<file path="config.mk">
export PLATFORM = sky130hd
export DESIGN_NAME = adc_feature_sync_registers
export DESIGN_NICKNAME = d
export VERILOG_FILES = /design/src/logic/feature_sync_pkg.sv /design/src/logic/adc_feature_sync_registers.sv
export VERILOG_INCLUDE_DIRS = /design/src /design/src/logic
export SDC_FILE = /design/constraint.sdc
export NUM_CORES = 1
export LEC_CHECK = 0
export ABC_AREA = 0
export BUFFER_PORTS_ARGS = -buffer_cell sky130_fd_sc_hd__buf_2
export CAP_MARGIN = 20
export CORE_UTILIZATION = 58
export DETAILED_ROUTE_END_ITERATION = 10
export PLACE_DENSITY = 0.8
export SLEW_MARGIN = 20
export SYNTH_ARGS = -nofsm -noshare
export SYNTH_HDL_FRONTEND = slang
export SYNTH_SLANG_ARGS = --single-unit
</file>
<file path="constraint.sdc">
create_clock -name clk -period 2.65 [get_ports clk]
set_input_delay 0.795 -clock clk [delete_from_list [all_inputs] [get_ports clk]]
set_output_delay 0.795 -clock clk [all_outputs]
set_load 0.05 [all_outputs]
</file>
<file path="src/logic/feature_sync_defs.svh">
// Register offsets, field positions and reset values of the feature and sync register slice.
`ifndef FEATURE_SYNC_DEFS_SVH
`define FEATURE_SYNC_DEFS_SVH
`define ADDR_PATTERN_ONE_LOW    13'h0019
`define ADDR_PATTERN_ONE_HIGH   13'h001A
`define ADDR_PATTERN_TWO_LOW    13'h001B
`define ADDR_PATTERN_TWO_HIGH   13'h001C
`define ADDR_SIGNATURE_LOW      13'h0024
`define ADDR_FEATURE_SELECT     13'h002A
`define ADDR_OUTPUT_ASSIGN      13'h002E
`define ADDR_SYNC_CONTROL       13'h0100
`define ADDR_MISC_USER_CONTROL  13'h0101
`define RST_PATTERN_BYTE        8'h00
`define RST_FEATURE_SELECT      8'h01
`define RST_ASSIGN_CH_A         8'h00
`define RST_ASSIGN_CH_B         8'h01
`define RST_SYNC_CONTROL        8'h01
`define RST_MISC_USER_CONTROL   8'h88
`define SYNC_MASTER_BIT         0
`define SYNC_DIVIDER_BIT        1
`define SYNC_FIRST_ONLY_BIT     2
`define MISC_OE_PIN_BIT         7
`define MISC_OSC_DETECT_BIT     3
`define MISC_OSC_RUN_BIT        2
`define MISC_PULLDOWN_OFF_BIT   0
`define SPI_INSTR_BITS          5'd16
`define SPI_FRAME_BITS          5'd24
`define SPI_READ_BIT            15
`endif

</file>
<file path="src/logic/feature_sync_pkg.sv">
// Types shared by the feature and sync register slice.
package feature_sync_pkg;
  typedef enum logic [1:0] {
    PH_INSTR,
    PH_DATA,
    PH_DONE
  } spi_phase_e;
  typedef logic [7:0] reg_byte_t;
endpackage

</file>
<file path="src/logic/adc_feature_sync_registers.sv">
// Serial-port register slice: user patterns, signature, per-channel features, sync gating and misc control.
`timescale 1ns/1ps
`include "feature_sync_defs.svh"
module adc_feature_sync_registers (
  // Clock and reset
  input  wire logic                      clk,
  input  wire logic                      sys_rst,
  // Serial port pins
  input  wire logic                      sclk,
  input  wire logic                      csb,
  input  wire logic                      sdio_in,
  output logic                           sdio_out,
  output logic                           sdio_oe,
  output logic                           sdio_pulldown_enable,
  // Channel index from the index register
  input  wire logic                      channel_index_a,
  input  wire logic                      channel_index_b,
  // Self-test result
  input  wire feature_sync_pkg::reg_byte_t self_test_signature_low,
  // User pattern and per-channel configuration outputs
  output logic [15:0]                    user_pattern_one,
  output logic [15:0]                    user_pattern_two,
  output logic [1:0]                     over_range_enable,
  output logic                           output_assign_a,
  output logic                           output_assign_b,
  // Sync path
  input  wire logic                      sync_pin,
  output logic                           divider_sync_pulse,
  // Output enable pin and low-rate oscillator
  input  wire logic                      output_enable_pin_bar,
  input  wire logic                      low_rate_detected,
  output logic [1:0]                     data_outputs_enabled,
  output logic                           low_rate_internal_oscillator
);
  import feature_sync_pkg::*;

  // Reset bytes held as typed constants so that single bits can be picked out of them.
  localparam reg_byte_t FEATURE_RST  = `RST_FEATURE_SELECT;
  localparam reg_byte_t ASSIGN_A_RST = `RST_ASSIGN_CH_A;
  localparam reg_byte_t ASSIGN_B_RST = `RST_ASSIGN_CH_B;
  localparam reg_byte_t MISC_RST     = `RST_MISC_USER_CONTROL;

  reg_byte_t  pat_one_low_reg;
  reg_byte_t  pat_one_high_reg;
  reg_byte_t  pat_two_low_reg;
  reg_byte_t  pat_two_high_reg;
  logic [1:0] or_oe_reg;
  logic [1:0] assign_reg;
  reg_byte_t  sync_ctrl_reg;
  reg_byte_t  misc_reg;
  logic [1:0] oe_pin_en_reg;

  // Three-stage synchronisers; a level counts once stages two and three agree.
  logic [2:0] sclk_sr;
  logic [2:0] csb_sr;
  logic [2:0] sdio_sr;
  logic [2:0] sync_sr;
  logic [2:0] oe_pin_sr;
  logic       sclk_lvl_reg;
  logic       csb_lvl_reg;
  logic       sdio_lvl_reg;
  logic       sync_lvl_reg;
  logic       oe_pin_lvl_reg;

  spi_phase_e phase_reg;
  logic [4:0] bit_cnt_reg;
  logic [15:0] instr_reg;
  reg_byte_t  wdata_reg;
  reg_byte_t  rshift_reg;
  logic       sdio_out_reg;

  logic       sclk_rise;
  logic       sclk_fall;
  logic       sync_rise;
  logic       is_read;
  logic [12:0] addr;
  logic       write_strobe;
  reg_byte_t  rdata;
  logic       divider_sync;

  function automatic logic filt(input logic [2:0] sr, input logic lvl);
    filt = (sr[1] == sr[2]) ? sr[2] : lvl;
  endfunction

  always_ff @(posedge clk) begin
    if (sys_rst) begin
      sclk_sr <= 3'h0;
      csb_sr  <= 3'h7;
      sdio_sr <= 3'h0;
      sync_sr <= 3'h0;
      // The enable pin starts as inactive, so the data outputs stay off until it is seen low or a channel's enable-pin bit is cleared.
      oe_pin_sr <= 3'h7;
      sclk_lvl_reg <= 1'b0;
      csb_lvl_reg  <= 1'b1;
      sdio_lvl_reg <= 1'b0;
      sync_lvl_reg <= 1'b0;
      oe_pin_lvl_reg <= 1'b1;
    end else begin
      sclk_sr <= {sclk_sr[1:0], sclk};
      csb_sr  <= {csb_sr[1:0], csb};
      sdio_sr <= {sdio_sr[1:0], sdio_in};
      sync_sr <= {sync_sr[1:0], sync_pin};
      oe_pin_sr <= {oe_pin_sr[1:0], output_enable_pin_bar};
      sclk_lvl_reg <= filt(sclk_sr, sclk_lvl_reg);
      csb_lvl_reg  <= filt(csb_sr, csb_lvl_reg);
      sdio_lvl_reg <= filt(sdio_sr, sdio_lvl_reg);
      sync_lvl_reg <= filt(sync_sr, sync_lvl_reg);
      oe_pin_lvl_reg <= filt(oe_pin_sr, oe_pin_lvl_reg);
    end
  end

  assign sclk_rise = ~csb_lvl_reg & ~sclk_lvl_reg & filt(sclk_sr, sclk_lvl_reg);
  assign sclk_fall = ~csb_lvl_reg & sclk_lvl_reg & ~filt(sclk_sr, sclk_lvl_reg);
  assign sync_rise = ~sync_lvl_reg & filt(sync_sr, sync_lvl_reg);
  assign is_read   = instr_reg[`SPI_READ_BIT];
  assign addr      = instr_reg[12:0];

  // The last data bit enters the shifter on the same edge, so the write waits one cycle for it.
  always_ff @(posedge clk) begin
    if (sys_rst) begin
      write_strobe <= 1'b0;
    end else begin
      write_strobe <= sclk_rise & (phase_reg == PH_DATA) & ~is_read &
                      (bit_cnt_reg == `SPI_FRAME_BITS - 5'd1);
    end
  end

  // Serial frame: 16 instruction bits then one data byte, MSB first, sampled on rising clock.
  // Streaming beyond one byte is not supported; extra clocks are ignored until chip select rises.
  always_ff @(posedge clk) begin
    if (sys_rst || csb_lvl_reg) begin
      phase_reg   <= PH_INSTR;
      bit_cnt_reg <= 5'd0;
    end else if (sclk_rise) begin
      if (phase_reg != PH_DONE) begin
        bit_cnt_reg <= bit_cnt_reg + 5'd1;
      end
      if (phase_reg == PH_INSTR && bit_cnt_reg == `SPI_INSTR_BITS - 5'd1) begin
        phase_reg <= PH_DATA;
      end else if (phase_reg == PH_DATA && bit_cnt_reg == `SPI_FRAME_BITS - 5'd1) begin
        phase_reg <= PH_DONE;
      end
    end
  end

  always_ff @(posedge clk) begin
    if (sys_rst) begin
      instr_reg <= 16'h0000;
      wdata_reg <= 8'h00;
    end else if (sclk_rise && phase_reg == PH_INSTR) begin
      instr_reg <= {instr_reg[14:0], sdio_lvl_reg};
    end else if (sclk_rise && phase_reg == PH_DATA) begin
      wdata_reg <= {wdata_reg[6:0], sdio_lvl_reg};
    end
  end

  // Read data is shifted out on falling clock edges during the data phase.
  always_ff @(posedge clk) begin
    if (sys_rst) begin
      rshift_reg   <= 8'h00;
      sdio_out_reg <= 1'b0;
    end else if (sclk_rise && phase_reg == PH_INSTR && bit_cnt_reg == `SPI_INSTR_BITS - 5'd1) begin
      rshift_reg <= rdata;
    end else if (sclk_fall && phase_reg == PH_DATA && is_read) begin
      sdio_out_reg <= rshift_reg[7];
      rshift_reg   <= {rshift_reg[6:0], 1'b0};
    end
  end

  assign sdio_out = sdio_out_reg;
  // The pin is driven from the first data fall, the edge that puts bit 7 out.
  assign sdio_oe  = ~csb_lvl_reg & is_read & (phase_reg == PH_DATA) &
                    ((bit_cnt_reg != `SPI_INSTR_BITS) | ~sclk_lvl_reg);

  // The address is complete only after the sixteenth bit, so the read mux uses the shifted-in value.
  always_comb begin
    logic [12:0] ra;
    ra = {instr_reg[11:0], sdio_lvl_reg};
    rdata = 8'h00;
    case (ra)
      `ADDR_PATTERN_ONE_LOW:   rdata = pat_one_low_reg;
      `ADDR_PATTERN_ONE_HIGH:  rdata = pat_one_high_reg;
      `ADDR_PATTERN_TWO_LOW:   rdata = pat_two_low_reg;
      `ADDR_PATTERN_TWO_HIGH:  rdata = pat_two_high_reg;
      `ADDR_SIGNATURE_LOW:     rdata = self_test_signature_low;
      `ADDR_FEATURE_SELECT:    rdata = {7'h00, channel_index_a ? or_oe_reg[0] : or_oe_reg[1]};
      `ADDR_OUTPUT_ASSIGN:     rdata = {7'h00, channel_index_a ? assign_reg[0] : assign_reg[1]};
      `ADDR_SYNC_CONTROL:      rdata = {5'h00, sync_ctrl_reg[2:0]};
      `ADDR_MISC_USER_CONTROL: rdata = {channel_index_a ? oe_pin_en_reg[0] : oe_pin_en_reg[1],
                                        3'h0, misc_reg[3:2], 1'b0, misc_reg[0]};
      default:                 rdata = 8'h00;
    endcase
  end

  always_ff @(posedge clk) begin
    if (sys_rst) begin
      pat_one_low_reg  <= `RST_PATTERN_BYTE;
      pat_one_high_reg <= `RST_PATTERN_BYTE;
      pat_two_low_reg  <= `RST_PATTERN_BYTE;
      pat_two_high_reg <= `RST_PATTERN_BYTE;
    end else if (write_strobe) begin
      if (addr == `ADDR_PATTERN_ONE_LOW)  pat_one_low_reg  <= wdata_reg;
      if (addr == `ADDR_PATTERN_ONE_HIGH) pat_one_high_reg <= wdata_reg;
      if (addr == `ADDR_PATTERN_TWO_LOW)  pat_two_low_reg  <= wdata_reg;
      if (addr == `ADDR_PATTERN_TWO_HIGH) pat_two_high_reg <= wdata_reg;
    end
  end

  // Local registers: a write lands in every channel whose index bit is set.
  always_ff @(posedge clk) begin
    if (sys_rst) begin
      or_oe_reg     <= {2{FEATURE_RST[0]}};
      assign_reg    <= {ASSIGN_B_RST[0], ASSIGN_A_RST[0]};
      oe_pin_en_reg <= {2{MISC_RST[`MISC_OE_PIN_BIT]}};
    end else if (write_strobe) begin
      if (addr == `ADDR_FEATURE_SELECT) begin
        if (channel_index_a) or_oe_reg[0] <= wdata_reg[0];
        if (channel_index_b) or_oe_reg[1] <= wdata_reg[0];
      end
      if (addr == `ADDR_OUTPUT_ASSIGN) begin
        if (channel_index_a) assign_reg[0] <= wdata_reg[0];
        if (channel_index_b) assign_reg[1] <= wdata_reg[0];
      end
      if (addr == `ADDR_MISC_USER_CONTROL) begin
        if (channel_index_a) oe_pin_en_reg[0] <= wdata_reg[`MISC_OE_PIN_BIT];
        if (channel_index_b) oe_pin_en_reg[1] <= wdata_reg[`MISC_OE_PIN_BIT];
      end
    end
  end

  always_ff @(posedge clk) begin
    if (sys_rst) begin
      misc_reg <= `RST_MISC_USER_CONTROL;
    end else if (write_strobe && addr == `ADDR_MISC_USER_CONTROL) begin
      misc_reg <= {1'b0, 3'h0, wdata_reg[3:2], 1'b0, wdata_reg[0]};
    end
  end

  // Divider sync fires only with master and divider enables both set.
  assign divider_sync = sync_rise & sync_ctrl_reg[`SYNC_MASTER_BIT] & sync_ctrl_reg[`SYNC_DIVIDER_BIT];

  // A host write in the same cycle as the self-clear wins, so a re-arm is never lost.
  always_ff @(posedge clk) begin
    if (sys_rst) begin
      sync_ctrl_reg <= `RST_SYNC_CONTROL;
    end else if (write_strobe && addr == `ADDR_SYNC_CONTROL) begin
      sync_ctrl_reg <= {5'h00, wdata_reg[2:0]};
    end else if (divider_sync && sync_ctrl_reg[`SYNC_FIRST_ONLY_BIT]) begin
      sync_ctrl_reg[`SYNC_DIVIDER_BIT] <= 1'b0;
    end
  end

  always_ff @(posedge clk) begin
    if (sys_rst) begin
      divider_sync_pulse <= 1'b0;
    end else begin
      divider_sync_pulse <= divider_sync;
    end
  end

  assign user_pattern_one  = {pat_one_high_reg, pat_one_low_reg};
  assign user_pattern_two  = {pat_two_high_reg, pat_two_low_reg};
  assign over_range_enable = or_oe_reg;
  assign output_assign_a   = assign_reg[0];
  assign output_assign_b   = assign_reg[1];
  assign data_outputs_enabled = ~oe_pin_en_reg | {2{~oe_pin_lvl_reg}};
  assign low_rate_internal_oscillator = misc_reg[`MISC_OSC_RUN_BIT] |
                                        (misc_reg[`MISC_OSC_DETECT_BIT] & low_rate_detected);
  assign sdio_pulldown_enable = ~misc_reg[`MISC_PULLDOWN_OFF_BIT];
endmodule

</file>
# Word-level counts from Yosys, hierarchy flattened
# Index checks and enable logic that the tools add are counted.
[word_totals]
word_cells = 127
latch_bits = 0
out_inout_bits = 43
ram_bits = 0
reg_bits = 106
rom_bits = 0
mem_count = 0
inputBits = 18
[classes]
addsub = 1
n_shift = 0
mux = 12
div_mod_pow = 0
n_reduce_logical = 29
n_eq_ne = 27
mul = 0
bitwise_logic = 27
magnitude_cmp = 0
[op_table]
columns = ["operator", "count"]
rows = [
  ["== test 13 x 5 -> 1 bit (second input constant)", 8],
  ["one-hot mux 8 bit (9 select lines)", 1],
  ["== test 13 x 6 -> 1 bit (second input constant)", 5],
  ["== test 13 x 9 -> 1 bit (second input constant)", 4],
  ["AND reduction 3 bit", 6],
  ["2-to-1 mux 8 bit", 2],
  ["AND reduction 2 bit", 8],
  ["bitwise AND 1 bit", 14],
  ["logical AND 1 bit", 10],
  ["NOT 1 bit", 9],
  ["2-to-1 mux 1 bit", 7],
  ["nonzero test 2 bit", 3],
  ["adder 5 x 1 -> 5 bit (second input constant)", 1],
  ["== test 1 bit", 5],
  ["== test 5 x 4 -> 1 bit (second input constant)", 1],
  ["== test 5 bit (second input constant)", 1],
  ["inequality test 5 bit (second input constant)", 1],
  ["2-to-1 mux 2 bit", 2],
  ["== test 2 x 1 -> 1 bit (second input constant)", 1],
  ["zero test 2 bit", 1],
  ["inequality test 2 bit (second input constant)", 1],
  ["NOT 2 bit", 1],
  ["bitwise OR 1 bit", 2],
  ["bitwise OR 2 bit", 1],
  ["logical OR 1 bit", 1],
]

# Longest topological paths before layout
# Gate-level depths: netlist (run 1).
[logic_depth]
depth_word = 8
ltp_mapped = 8
depth_no_buf = 7

# Least setup slack after synthesis (run 1)
# No wires, ideal clock.
[synth_path]
path_type = "reg-to-reg"
from = "register instr_reg[8]"
to = "register pat_one_low_reg[0]"
stages_incl_launch_ff = 9
required_ns = 2.522
setup_time_ns = 0.128
arrival_time_ns = 2.255
path_slack_ns = 0.267
n_path_buf = 3
cell_sequence = "dfxtp_1 -> or4_1 -> buf_2 -> or2_0 -> buf_2 -> buf_6 -> nor4_4 -> mux2i_1 -> nor2_1"
[synth_between]
elab_chain_cells = 2
[synth_rtl]
columns = ["element", "line_no", "source"]
rows = [
  ["from (decl)", "adc_feature_sync_registers.sv:67", "logic [15:0] instr_reg;"],
  ["from (signal assigned)", "adc_feature_sync_registers.sv:151", "instr_reg <= {instr_reg[14:0], sdio_lvl_reg};"],
  ["== test 13 x 5 -> 1 bit (no source line)", "-", ""],
  ["AND reduction 2 bit (no source line)", "-", ""],
  ["to (signal assigned)", "adc_feature_sync_registers.sv:197", "pat_one_low_reg <= `RST_PATTERN_BYTE;"],
  ["to (signal assigned)", "adc_feature_sync_registers.sv:202", "if (addr == `ADDR_PATTERN_ONE_LOW) pat_one_low_reg <= wdata_reg;"],
  ["to (decl)", "adc_feature_sync_registers.sv:43", "reg_byte_t pat_one_low_reg;"],
]
# No other way between the ends.
# A chain may end at the register's enable or synchronous reset.

# Final worst setup path (run 1)
[layout_path]
from = "register phase_reg[0]"
to = "output port sdio_oe"
[layout_between]
elab_chain_cells = 3
[layout_rtl]
columns = ["element", "line_no", "source"]
rows = [
  ["from (decl)", "adc_feature_sync_registers.sv:65", "spi_phase_e phase_reg;"],
  ["from (signal assigned)", "adc_feature_sync_registers.sv:132", "phase_reg <= PH_INSTR;"],
  ["from (signal assigned)", "adc_feature_sync_registers.sv:139", "phase_reg <= PH_DATA;"],
  ["from (signal assigned)", "adc_feature_sync_registers.sv:141", "phase_reg <= PH_DONE;"],
  ["== test 2 x 1 -> 1 bit", "adc_feature_sync_registers.sv:172", "assign sdio_oe = ~csb_lvl_reg & is_read & (phase_reg == PH_DATA) &"],
  ["bitwise AND 1 bit (2 in a row)", "adc_feature_sync_registers.sv:172", ""],
  ["to (decl)", "adc_feature_sync_registers.sv:13", "output logic sdio_oe,"],
]
# No other way between the ends.

==> results of run 1 <==
## metrics by stage
stage / instance area (sq um) / util [%] / std cells / power, W
floorplan: 4780 / - / 518 / 0.00168
global placement: 5240 / 66.8 / 667 / 0.00170
CTS: 5430 / 69.2 / 682 / 0.00264
detailed placement: 5240 / 66.8 / 667 / 0.00170
global route: 5440 / 69.3 / 682 / 0.00270
finish: 5440 / 69.3 / 682 / 0.00262
## worst max-delay path, stage by stage (launching register included)
cell and delay [ns]:
sky130_fd_sc_hd__dfxtp_1 0.43, sky130_fd_sc_hd__nor4bb_2 0.49, sky130_fd_sc_hd__o31a_1 0.21, sky130_fd_sc_hd__buf_2 0.26
## cell type report
type | count | area, sq um
clock buffers | 9 | 124
clock inverters | 6 | 62.6
fillers | 641 | 2410
inverters | 19 | 71.3
multi-input cells | 357 | 2460
flip-flops and latches | 106 | 2120
well taps | 102 | 128
repair buffers | 83 | 473
## routing by layer
metal | vias to the layer above | global-route usage [%]
met5 | - | 0
met4 | 0 | 9.49
met3 | 35 | 5.58
met2 | 153 | 46.4
met1 | 1953 | 36.6
li1 | 1945 | -
## cells in the mapped netlist (all sizes together) (3+ instances only)
master,count,area (sq um)
ha,3,37.5
or4,3,22.5
a22oi,5,37.5
and3b,5,43.8
a211oi,3,22.5
mux2,6,67.6
o21ai,9,45.0
nor2,77,289
nor2b,16,100
clkbuf,30,113
mux2i,67,671
and3,3,18.8
nor4bb,6,60.1
nand2,27,101
or2,8,50.1
o22ai,8,50.1
a21boi,3,22.5
buf,6,35.0
a21oi,20,100
nand3b,3,22.5
nand4,4,25.0
nand3,10,50.1
nand2b,7,43.8
dfxtp,106,2120
inv,19,71.3
nor4,7,88.8
nor3,7,35.0
nor3b,6,45.0
o32ai,6,52.6
## worst max-delay path by stage
stage               depth (start not counted)  slack (ns)                  end    startpoint
floorplan                                   8        0.27   pat_one_low_reg[0]  instr_reg[8]
global placement                            6        0.31  pat_two_high_reg[4]  instr_reg[8]
detailed placement                          7        0.20   pat_two_low_reg[3]  instr_reg[8]
CTS                                         3        0.02              sdio_oe  phase_reg[0]
global route                                3      -0.009              sdio_oe  phase_reg[0]
finish                                      3        0.12              sdio_oe  phase_reg[0]
## cells by family (layout without fill, tap and decap cells)
family,after synthesis,in the layout,synth area share [%]
xor+xnor,3,3,0.549
flops,106,106,44.4
buf+inv,55,117,4.58
simple gates,201,201,23.0
mux,73,73,15.4
compound gates,77,77,11.3
fa+ha+maj,3,3,0.785
## power by group through the flow
stage	Clock (W)	Sequential, W	Combinational, W
after detailed placement	0	0.00164	0.0000599
after global routing	0.00103	0.00161	0.0000653
after CTS	0.000972	0.00161	0.0000600
after floorplan	0	0.00164	0.0000379
after global placement	0	0.00164	0.0000584
final	0.000954	0.00161	0.0000595
## timing repair
item,CTS,global route
buffers inserted,0,0
endpoints found under the setup margin,0,3
gates resized for setup,0,2
==> key figures, run 1 <==
Power and ir drop
  – Total power divided by cell area: slightly below 500 nW/um^2
  – Share of total power in sequential cells: between 60% and 70%
  – Combinational Power Share: under 10%
  – Leakage power total: 2.14 nW
  – Clk network pwr share: a little over a third
  – Switching power: ~0.00063 W
  – Internal power consumption: 0.00198 W
  – Worst voltage drop across the vdd grid: roughly 0.42 mV
  – Net switching fraction of the power: 24.2%

GRT
  – Via count of the first global-routing pass: between 3000 and 4000
  – First-pass GRT wire length: ~19000 um
  – Overall fraction of global-route tracks in use: approximately 28%
  – Maximum number of pins on one net before global-route repair: 44
  – Overflow after GRT: 0
  – Initial antenna violation count: 0

Floorplan
  – Standard-cell row count: 32
  – Die width: ~93 um
  – # IOs: just over 60
  – Die Outline Area: roughly 8600 sq um
  – Floorplan die height: roughly 93 um
  – Core outline area: 7850 sq um
  – Initial core utilization: between 60% and 70%

Clocking
  – TritonCTS Buffers: 9
  – CTS clock-pin slew for the worst setup and hold paths: approximately 0.10 ns
  – Maximum clock path buffer count: 2
  – Clock sinks: about 110
  – TritonCTS clock tree: done
  – Root buffer cell: sky130_fd_sc_hd__clkbuf_8
  – Clock latency on the worst-skew pair: ~0.37 ns
  – Number of H-tree branching levels: 3
  – Cts-stage hold buffer count: 0

Synthesis
  – Net Count, Synth: 539
  – Count of cell types in the netlist: 60
  – Post-synthesis area per instance: 9.24 sq um
  – Instance count of the mapped netlist: 518
  – Post-synth ARST share: 0%
  – Yosys warning count: 0
  – Ys flop type: sky130_fd_sc_hd__dfxtp_1
  – Post-Synthesis Cell Area: 4780 sq um
  – Sequential element share of the synthesized area: ~44%
  – Count of flip-flops with a built-in enable after synthesis: 0
  – Number of synthesized register bits: approximately 110

Drt
  – Routed len/inst: roughly 17 um
  – Detailed Route Iter0 Violations: between 200 and 300
  – DR vias: roughly 4000
  – Drt drc: 0
  – Antenna viol nets, final: 0
  – Final wirelength: 11700 um
  – Met3 wire length: about 760 um
  – Count of TritonRoute iterations in the first routing pass: 5
  – DRT met1 WL: about 5100 um
  – Uppermost layer routed: met4
  – Per-cell via count in the routed design: 5.99
  – Length of routed met2 wiring: between 5000 and 6000 um

Min path
  – Hold Path Origin: csb_sr[0]
  – Worst hold stages: 1
  – Hold-critical path endpoint: csb_sr[1]
  – Hold Path Class: reg -> reg

Status
  – Run status: finished clean

STA
  – Max-slew violations: 0
  – Worst Tran Pin Value: 0.639 ns
  – Worst Hold Slack: between 0.4 and 0.5 ns
  – Slack of the critical path: roughly 0.12 ns
  – Final critical-path required period: approximately 2.5 ns
  – Aggregate negative setup slack: 0 ns
  – Setup violators final: 0
  – Final worst clock skew: between 0.01 and 0.015 ns
  – Final worst path period share: a little over nine tenths
  – Peak Freq: approximately 390 MHz
  – Worst rel slew slack: 56.8%
  – Number of hold violations in the final report: 0

Worst setup path
  – Critical R2R Capture: pat_two_low_reg[7]
  – WP data required: 1.86 ns
  – Worst Setup Path Type: reg -> out
  – Internal reg-to-reg setup slack: between 0.15 and 0.2 ns
  – Logic depth of the worst register-to-register path: 7
  – Worst Path Arrival: ~1.7 ns
  – Crit-path max FO: 5
  – Crit end category: output pin
  – CP Launch Type: register
  – Worst reg2reg startpoint: instr_reg[8]

Finish
  – Max reg flops: 16
  – Commonest cells after routing, fill and taps aside: 106 x sky130_fd_sc_hd__dfxtp_1, 77 x sky130_fd_sc_hd__nor2_1, 67 x sky130_fd_sc_hd__mux2i_1, 60 x sky130_fd_sc_hd__buf_2, 27 x sky130_fd_sc_hd__nand2_1
  – Commonest non-fill, non-tap cell in the layout: sky130_fd_sc_hd__dfxtp_1
  – Diodes inserted: 0
  – Count of nets after finishing: approximately 600
  – Signed area change from the synthesized netlist to the final layout: 13.7%
  – Fraction of final layout cells sized beyond drive strength 1: 20.7%

Place
  – Global placer's final weighted congestion: ~0.93
  – Port Buffers: 60
  – Detailed placement HPWL: 8580 um
  – Post-Place Setup Slack: a little over 0.2 ns

Flow run
  – Count of maximum capacitance violations: 0
(Power assumes the default switching activity.)
==> inputs of run 2 (changes only) <==
Settings changed: BUFFER_PORTS_ARGS -buffer_cell sky130_fd_sc_hd__buf_2 to -buffer_cell sky130_fd_sc_hd__clkbuf_2.
==> key figures, run 2 (synthesized netlist as in run 1, its figures left out) <==
Finish
  – Commonest non-fill, non-tap cell in the layout: sky130_fd_sc_hd__dfxtp_1
  – Non-filler cells, final: 685 (+0.44%)
  – Fin area: 5480 sq um (+0.74%)
  – Count of nets after finishing: 599 (+0.34%)
  – Signed area change from the synthesized netlist to the final layout: 14.6%
  – Commonest cells after routing, fill and taps aside: 106 x sky130_fd_sc_hd__dfxtp_1, 77 x sky130_fd_sc_hd__nor2_1, 67 x sky130_fd_sc_hd__mux2i_1, 59 x sky130_fd_sc_hd__clkbuf_2, 27 x sky130_fd_sc_hd__nand2_1
  – Fin util: 69.9% (+0.51 points)
  – Diodes inserted: 0 (unchanged)
  – Max reg flops: 16 (unchanged)
  – Number of inserted filler cells in the final layout: 660 (+3.0%)
  – Fraction of final layout cells sized beyond drive strength 1: 20.9% (+0.24 points)

Worst setup path
  – Crit-path max FO: 5 (unchanged)
  – Crit-path max cell delay: 0.46 ns (-0.03 ns)
  – Crit end category: output pin
  – Cell at the slowest stage of the critical path: sky130_fd_sc_hd__nor4bb_2
  – Launch point of the critical path: phase_reg[0]
  – Worst Setup Path Type: reg -> out
  – CP Launch Type: register
  – Internal reg-to-reg setup slack: 0.17 ns (about the same)
  – Worst reg2reg startpoint: instr_reg[8]
  – Worst Path Arrival: 1.74 ns (about the same)
  – Critical R2R Capture: pat_one_high_reg[7]
  – Logic depth of the worst register-to-register path: 7 (unchanged)
  – WP data required: 1.86 ns (about the same)
  – List of cells traversed by the critical path: nor4bb_2 -> o31a_1 -> clkbuf_2

Drt
  – Routed len/inst: 17.0 um (-1.1%)
  – Per-cell via count in the routed design: 5.97 (-0.34%)
  – DR vias: 4090 (+0.098%)
  – Detailed Route Iter0 Violations: 315 (+7.5%)
  – Final wirelength: 11700 um (-0.63%)
  – Antenna viol nets, final: 0 (unchanged)
  – Drt drc: 0 (unchanged)
  – Count of TritonRoute iterations in the first routing pass: 5 (unchanged)

Clocking
  – Clock latency on the worst-skew pair: 0.38 ns (about the same)
  – Cts-stage hold buffer count: 0 (unchanged)
  – Root buffer cell: sky130_fd_sc_hd__clkbuf_8
  – Clock sinks: 106 (unchanged)
  – TritonCTS clock tree: done
  – CTS clock-pin slew for the worst setup and hold paths: 0.11 ns (about the same)
  – TritonCTS Buffers: 9 (unchanged)
  – Number of H-tree branching levels: 3 (unchanged)
  – Maximum clock path buffer count: 2 (unchanged)

Min path
  – Hold Path Origin: csb_sr[0]
  – Hold-critical path endpoint: csb_sr[1]
  – Worst hold stages: 1 (unchanged)
  – Hold Path Class: reg -> reg

STA
  – Max-slew violations: 0 (unchanged)
  – Aggregate negative setup slack: 0 ns (unchanged)
  – Worst Tran Pin Value: 0.733 ns (+0.0944 ns)
  – Peak Freq: 395 MHz (about the same)
  – Setup violators final: 0 (unchanged)
  – RSZ-0062 raised after global routing: no
  – Final worst clock skew: 0.0174 ns (+0.00446 ns)
  – Worst rel slew slack: 51.0% (-5.8 points)
  – Final worst path period share: 95.6% (about the same)
  – Final critical-path required period: 2.53 ns (+0.000686 ns)
  – Number of hold violations in the final report: 0 (unchanged)

Place
  – Global placer's final weighted congestion: 0.968 (+3.9%)
  – DP Cell Count: 669 (+0.30%)
  – Placed cell areas: 5270 sq um (+0.52%)
  – Detailed placement HPWL: 8280 um (-3.5%)
  – Port Buffers: 60 (unchanged)

Floorplan
  – Standard-cell row count: 32 (unchanged)
  – Core outline area: 7850 sq um (unchanged)
  – # IOs: 61 (unchanged)
  – Initial core utilization: 61.0% (unchanged)
  – Die width: 92.8 um (unchanged)
  – Floorplan die height: 92.8 um (unchanged)
  – Die Outline Area: 8620 sq um (unchanged)

GRT
  – Initial antenna violation count: 0 (unchanged)
  – Met2 layer usage reported by global route: 44.0% (-2.5 points)
  – Overflow after GRT: 0 (unchanged)
  – Maximum number of pins on one net before global-route repair: 53 (+20%)
  – Overall fraction of global-route tracks in use: 27.8% (-0.36 points)
  – Via count of the first global-routing pass: 3812 (-1.0%)
  – Met1 demand-to-capacity share in global routing: 37.2% (+0.58 points)
  – GR peak layer: met2
  – First-pass GRT wire length: 18600 um (-1.5%)
  – Met3 GRT Util: 5.67% (+0.082 points)

Power and ir drop
  – Net switching fraction of the power: 24.6% (+0.35 points)
  – Internal power consumption: 0.00203 W (+2.1%)
  – Worst voltage drop across the vdd grid: 0.344 mV (-18%)
  – Clk network pwr share: 37.9% (+1.5 points)
  – Share of total power in sequential cells: 59.8% (-1.5 points)
  – Switching power: 0.000660 W (+4.0%)
  – Total power divided by cell area: 490 nW/um^2 (+1.8%)
  – Leakage power total: 2.13 nW (about the same)
  – Combinational Power Share: 2.3% (about the same)
  – Total Power: 0.00269 W (+2.6%)

Flow run
  – Count of maximum capacitance violations: 0 (unchanged)

Status
  – Run status: finished clean
-- run 2: cell count changes in the layout (fill, tap and decap cells not counted), sizes merged --
cell / delta
clkinv: -1
buf: -57
inv: +1
clkbuf: +60
-- run 2: timing repair --
item,CTS,global route
setup endpoints to repair,1,0
resized for setup,1,0
setup buffers,0,0
-- run 2: how the worst max path moves through the flow --
stage | to | cells past startpoint
after floorplan | pat_one_low_reg[0] | 8
after global placement | pat_two_high_reg[1] | 6
after detailed placement | pat_one_high_reg[7] | 7
after CTS | sdio_oe | 3
after global routing | sdio_oe | 3
final | sdio_oe | 3
-- run 2: area by class of cell --
type | instances | area [sq um] | area share, %
Sequential cell | 106 | 2120 | 38.7
Multi-Input combinational cell | 357 | 2450 | 44.8
Timing Repair Buffer | 85 | 500 | 9.13
Clock buffer | 10 | 138 | 2.51
Tap cell | 102 | 128 | 2.33
Inverter | 19 | 71.3 | 1.30
Clock inverter | 6 | 67.6 | 1.23
-- run 2: power by group through the flow --
stage | clock, W | combinational, W | sequential [W]
after global placement | 0 | 0.0000607 | 0.00164
after CTS | 0.00103 | 0.0000630 | 0.00161
after detailed placement | 0 | 0.0000626 | 0.00164
after floorplan | 0 | 0.0000379 | 0.00164
after global routing | 0.00109 | 0.0000679 | 0.00161
final | 0.00102 | 0.0000624 | 0.00161
-- run 2: metrics by stage --
stage	setup WS [ns]	hold slack, ns
floorplan	0.267	0.389
global placement	0.324	0.393
detailed placement	0.213	0.394
CTS	0.113	0.419
global route	0.0384	0.433
finish	0.117	0.418
-- run 2: worst max-delay path: cells and delay by family, from the launching register on --
family | cells | cell delay [ns]
buf+inv | 1 | 0.27
simple gates | 1 | 0.46
compound gates | 1 | 0.21
flops | 1 | 0.43
-- run 2: routing by layer --
layer / part of all wire (%) / vias to the layer above
met3: 6.9 / 35
met5: 0 / -
met1: 43 / 1953
met4: 3.0 / 0
met2: 47 / 156
li1: - / 1946
==> inputs of run 3 (changes only) <==
Settings changed: CORE_UTILIZATION 58 to 50, PLACE_DENSITY 0.8 to 0.7.
==> key figures, run 3 (synthesized netlist as in run 1, its figures left out) <==
STA
  – Worst rel slew slack: 58.4% (+7.4 points)
  – Final worst clock skew: 0.0185 ns (+0.00118 ns)
  – Peak Freq: 410 MHz (+3.8%)
  – Setup violators final: 0 (unchanged)
  – Slack of the critical path: 0.210 ns (+0.0930 ns)
  – Final critical-path required period: 2.44 ns (-0.0930 ns)
  – Max-slew violations: 0 (unchanged)
  – Worst Tran Pin Value: 0.619 ns (-0.115 ns)
  – Aggregate negative setup slack: 0 ns (unchanged)
  – Number of hold violations in the final report: 0 (unchanged)
  – Final worst path period share: 92.1% (-3.5 points)
  – RSZ-0062 raised after global routing: no

Floorplan
  – Initial core utilization: 51.8% (-9.2 points)
  – Floorplan die height: 99.8 um (+7.5%)
  – Core outline area: 9240 sq um (+18%)
  – Die width: 99.8 um (+7.5%)
  – # IOs: 61 (unchanged)
  – Die Outline Area: 9960 sq um (+16%)
  – Standard-cell row count: 35 (+9.4%)

Clocking
  – Clock sinks: 106 (unchanged)
  – TritonCTS Buffers: 9 (unchanged)
  – Cts-stage hold buffer count: 0 (unchanged)
  – Root buffer cell: sky130_fd_sc_hd__clkbuf_8
  – Number of H-tree branching levels: 3 (unchanged)
  – CTS clock-pin slew for the worst setup and hold paths: 0.11 ns (about the same)
  – Count of buffers added by post-CTS timing repair for setup: 0 (unchanged)
  – Clock latency on the worst-skew pair: 0.37 ns (about the same)
  – TritonCTS clock tree: done
  – Maximum clock path buffer count: 2 (unchanged)

GRT
  – First-pass GRT wire length: 19200 um (+3.3%)
  – Overflow after GRT: 0 (unchanged)
  – Maximum number of pins on one net before global-route repair: 55 (+3.8%)
  – Overall fraction of global-route tracks in use: 24.6% (-3.2 points)
  – Via count of the first global-routing pass: 3853 (+1.1%)
  – Initial antenna violation count: 0 (unchanged)

Drt
  – Antenna viol nets, final: 0 (unchanged)
  – Detailed Route Iter0 Violations: 221 (-30%)
  – DR vias: 4015 (-1.8%)
  – Per-cell via count in the routed design: 5.63 (-5.7%)
  – Final wirelength: 11600 um (-0.34%)
  – Routed len/inst: 16.3 um (-4.3%)
  – Count of TritonRoute iterations in the first routing pass: 5 (unchanged)
  – Drt drc: 0 (unchanged)

Finish
  – Max reg flops: 16 (unchanged)
  – Signed area change from the synthesized netlist to the final layout: 15.1%
  – Commonest non-fill, non-tap cell in the layout: sky130_fd_sc_hd__dfxtp_1
  – Fin area: 5510 sq um (+0.48%)
  – Sequential cell area in the final layout: 2120 sq um (unchanged)
  – Fraction of final layout cells sized beyond drive strength 1: 20.9% (-0.036 points)
  – Fin util: 59.6% (-10 points)
  – Number of inserted filler cells in the final layout: 818 (+24%)
  – Multi-input gate area in the final layout: 2460 sq um (+0.36%)
  – Diodes inserted: 0 (unchanged)
  – Commonest cells after routing, fill and taps aside: 106 x sky130_fd_sc_hd__dfxtp_1, 77 x sky130_fd_sc_hd__nor2_1, 67 x sky130_fd_sc_hd__mux2i_1, 59 x sky130_fd_sc_hd__clkbuf_2, 27 x sky130_fd_sc_hd__nand2_1
  – Count of nets after finishing: 600 (+0.17%)

Worst setup path
  – Worst Setup Path Type: reg -> out
  – Crit-path leading delay family: flip-flops
  – WP data required: 1.86 ns (about the same)
  – Cell at the slowest stage of the critical path: sky130_fd_sc_hd__dfxtp_1
  – Crit-path max cell delay: 0.42 ns (-0.04 ns)
  – Internal reg-to-reg setup slack: 0.23 ns (+0.06 ns)
  – Crit-path max FO: 5 (unchanged)
  – Crit end category: output pin
  – Worst Path Arrival: 1.64 ns (-0.10 ns)
  – Worst reg2reg startpoint: instr_reg[8]
  – Launch point of the critical path: phase_reg[0]
  – Buffers plus inverters on the worst setup path: 1 (unchanged)
  – CP Launch Type: register
  – List of cells traversed by the critical path: nor4bb_4 -> o31a_1 -> clkbuf_2

Place
  – Detailed placement HPWL: 8520 um (+2.9%)
  – Port Buffers: 60 (unchanged)
  – Placed cell areas: 5310 sq um (+0.78%)
  – Post-Place Setup Slack: 0.269 ns (+0.0559 ns)
  – Global placer's final weighted congestion: 0.865 (-11%)

Flow run
  – Count of maximum capacitance violations: 0 (unchanged)

Power and ir drop
  – Total power divided by cell area: 473 nW/um^2 (-3.5%)
  – Leakage power total: 2.13 nW (-0.24%)
  – Worst voltage drop across the vdd grid: 0.287 mV (-17%)
  – Total Power: 0.00260 W (-3.0%)

Status
  – Run status: finished clean

Min path
  – Hold Path Class: reg -> reg
  – Hold Path Origin: csb_sr[0]
## run 3: changes by cell type in the layout (fill, tap and decap cells not counted), sizes merged
cell,change
buf,+1
## run 3: per-layer routing
metal / wire (um) / track usage (%)
met1: 5380 / 32.3
met2: 5580 / 40.5
met3: 444 / 4.67
met4: 217 / 8.82
met5: 0 / 0
## run 3: area by class of cell
class | count | area share [%]
timing repair buffer | 86 | 9.22
sequential | 106 | 38.5
clock inverter | 6 | 0.977
multi-input combinational | 357 | 44.7
clock buffer | 10 | 2.32
tap | 129 | 2.93
inverter | 19 | 1.29
## run 3: per-stage QoR
step                std cells  hold slack, ns
global route              713           0.448
floorplan                 518           0.389
finish                    713           0.422
global placement          697           0.393
detailed placement        697           0.396
CTS                       713           0.423
## run 3: final timing paths
check,end,depth (start not counted)
worst max-delay path,sdio_oe,3
worst min-delay path,csb_sr[1],1
worst max register to register,pat_one_low_reg[2],7
worst min register to register,csb_sr[1],1
## run 3: repair_timing
item	in CTS	in global routing
pin swaps	0	0
setup endpoints to repair	1	1
gates resized for setup	1	1
endpoints found under the hold margin	0	0
cloned	0	0
## run 3: report_power, final
part	switching (W)	internal (W)	leakage (nW)	total [W]
registers	0.00000429	0.00160	0.857	0.00161
logic	0.0000379	0.0000237	1.18	0.0000615
clock network	0.000575	0.000363	0.0951	0.000938
total	0.000617	0.00199	2.13	0.00260
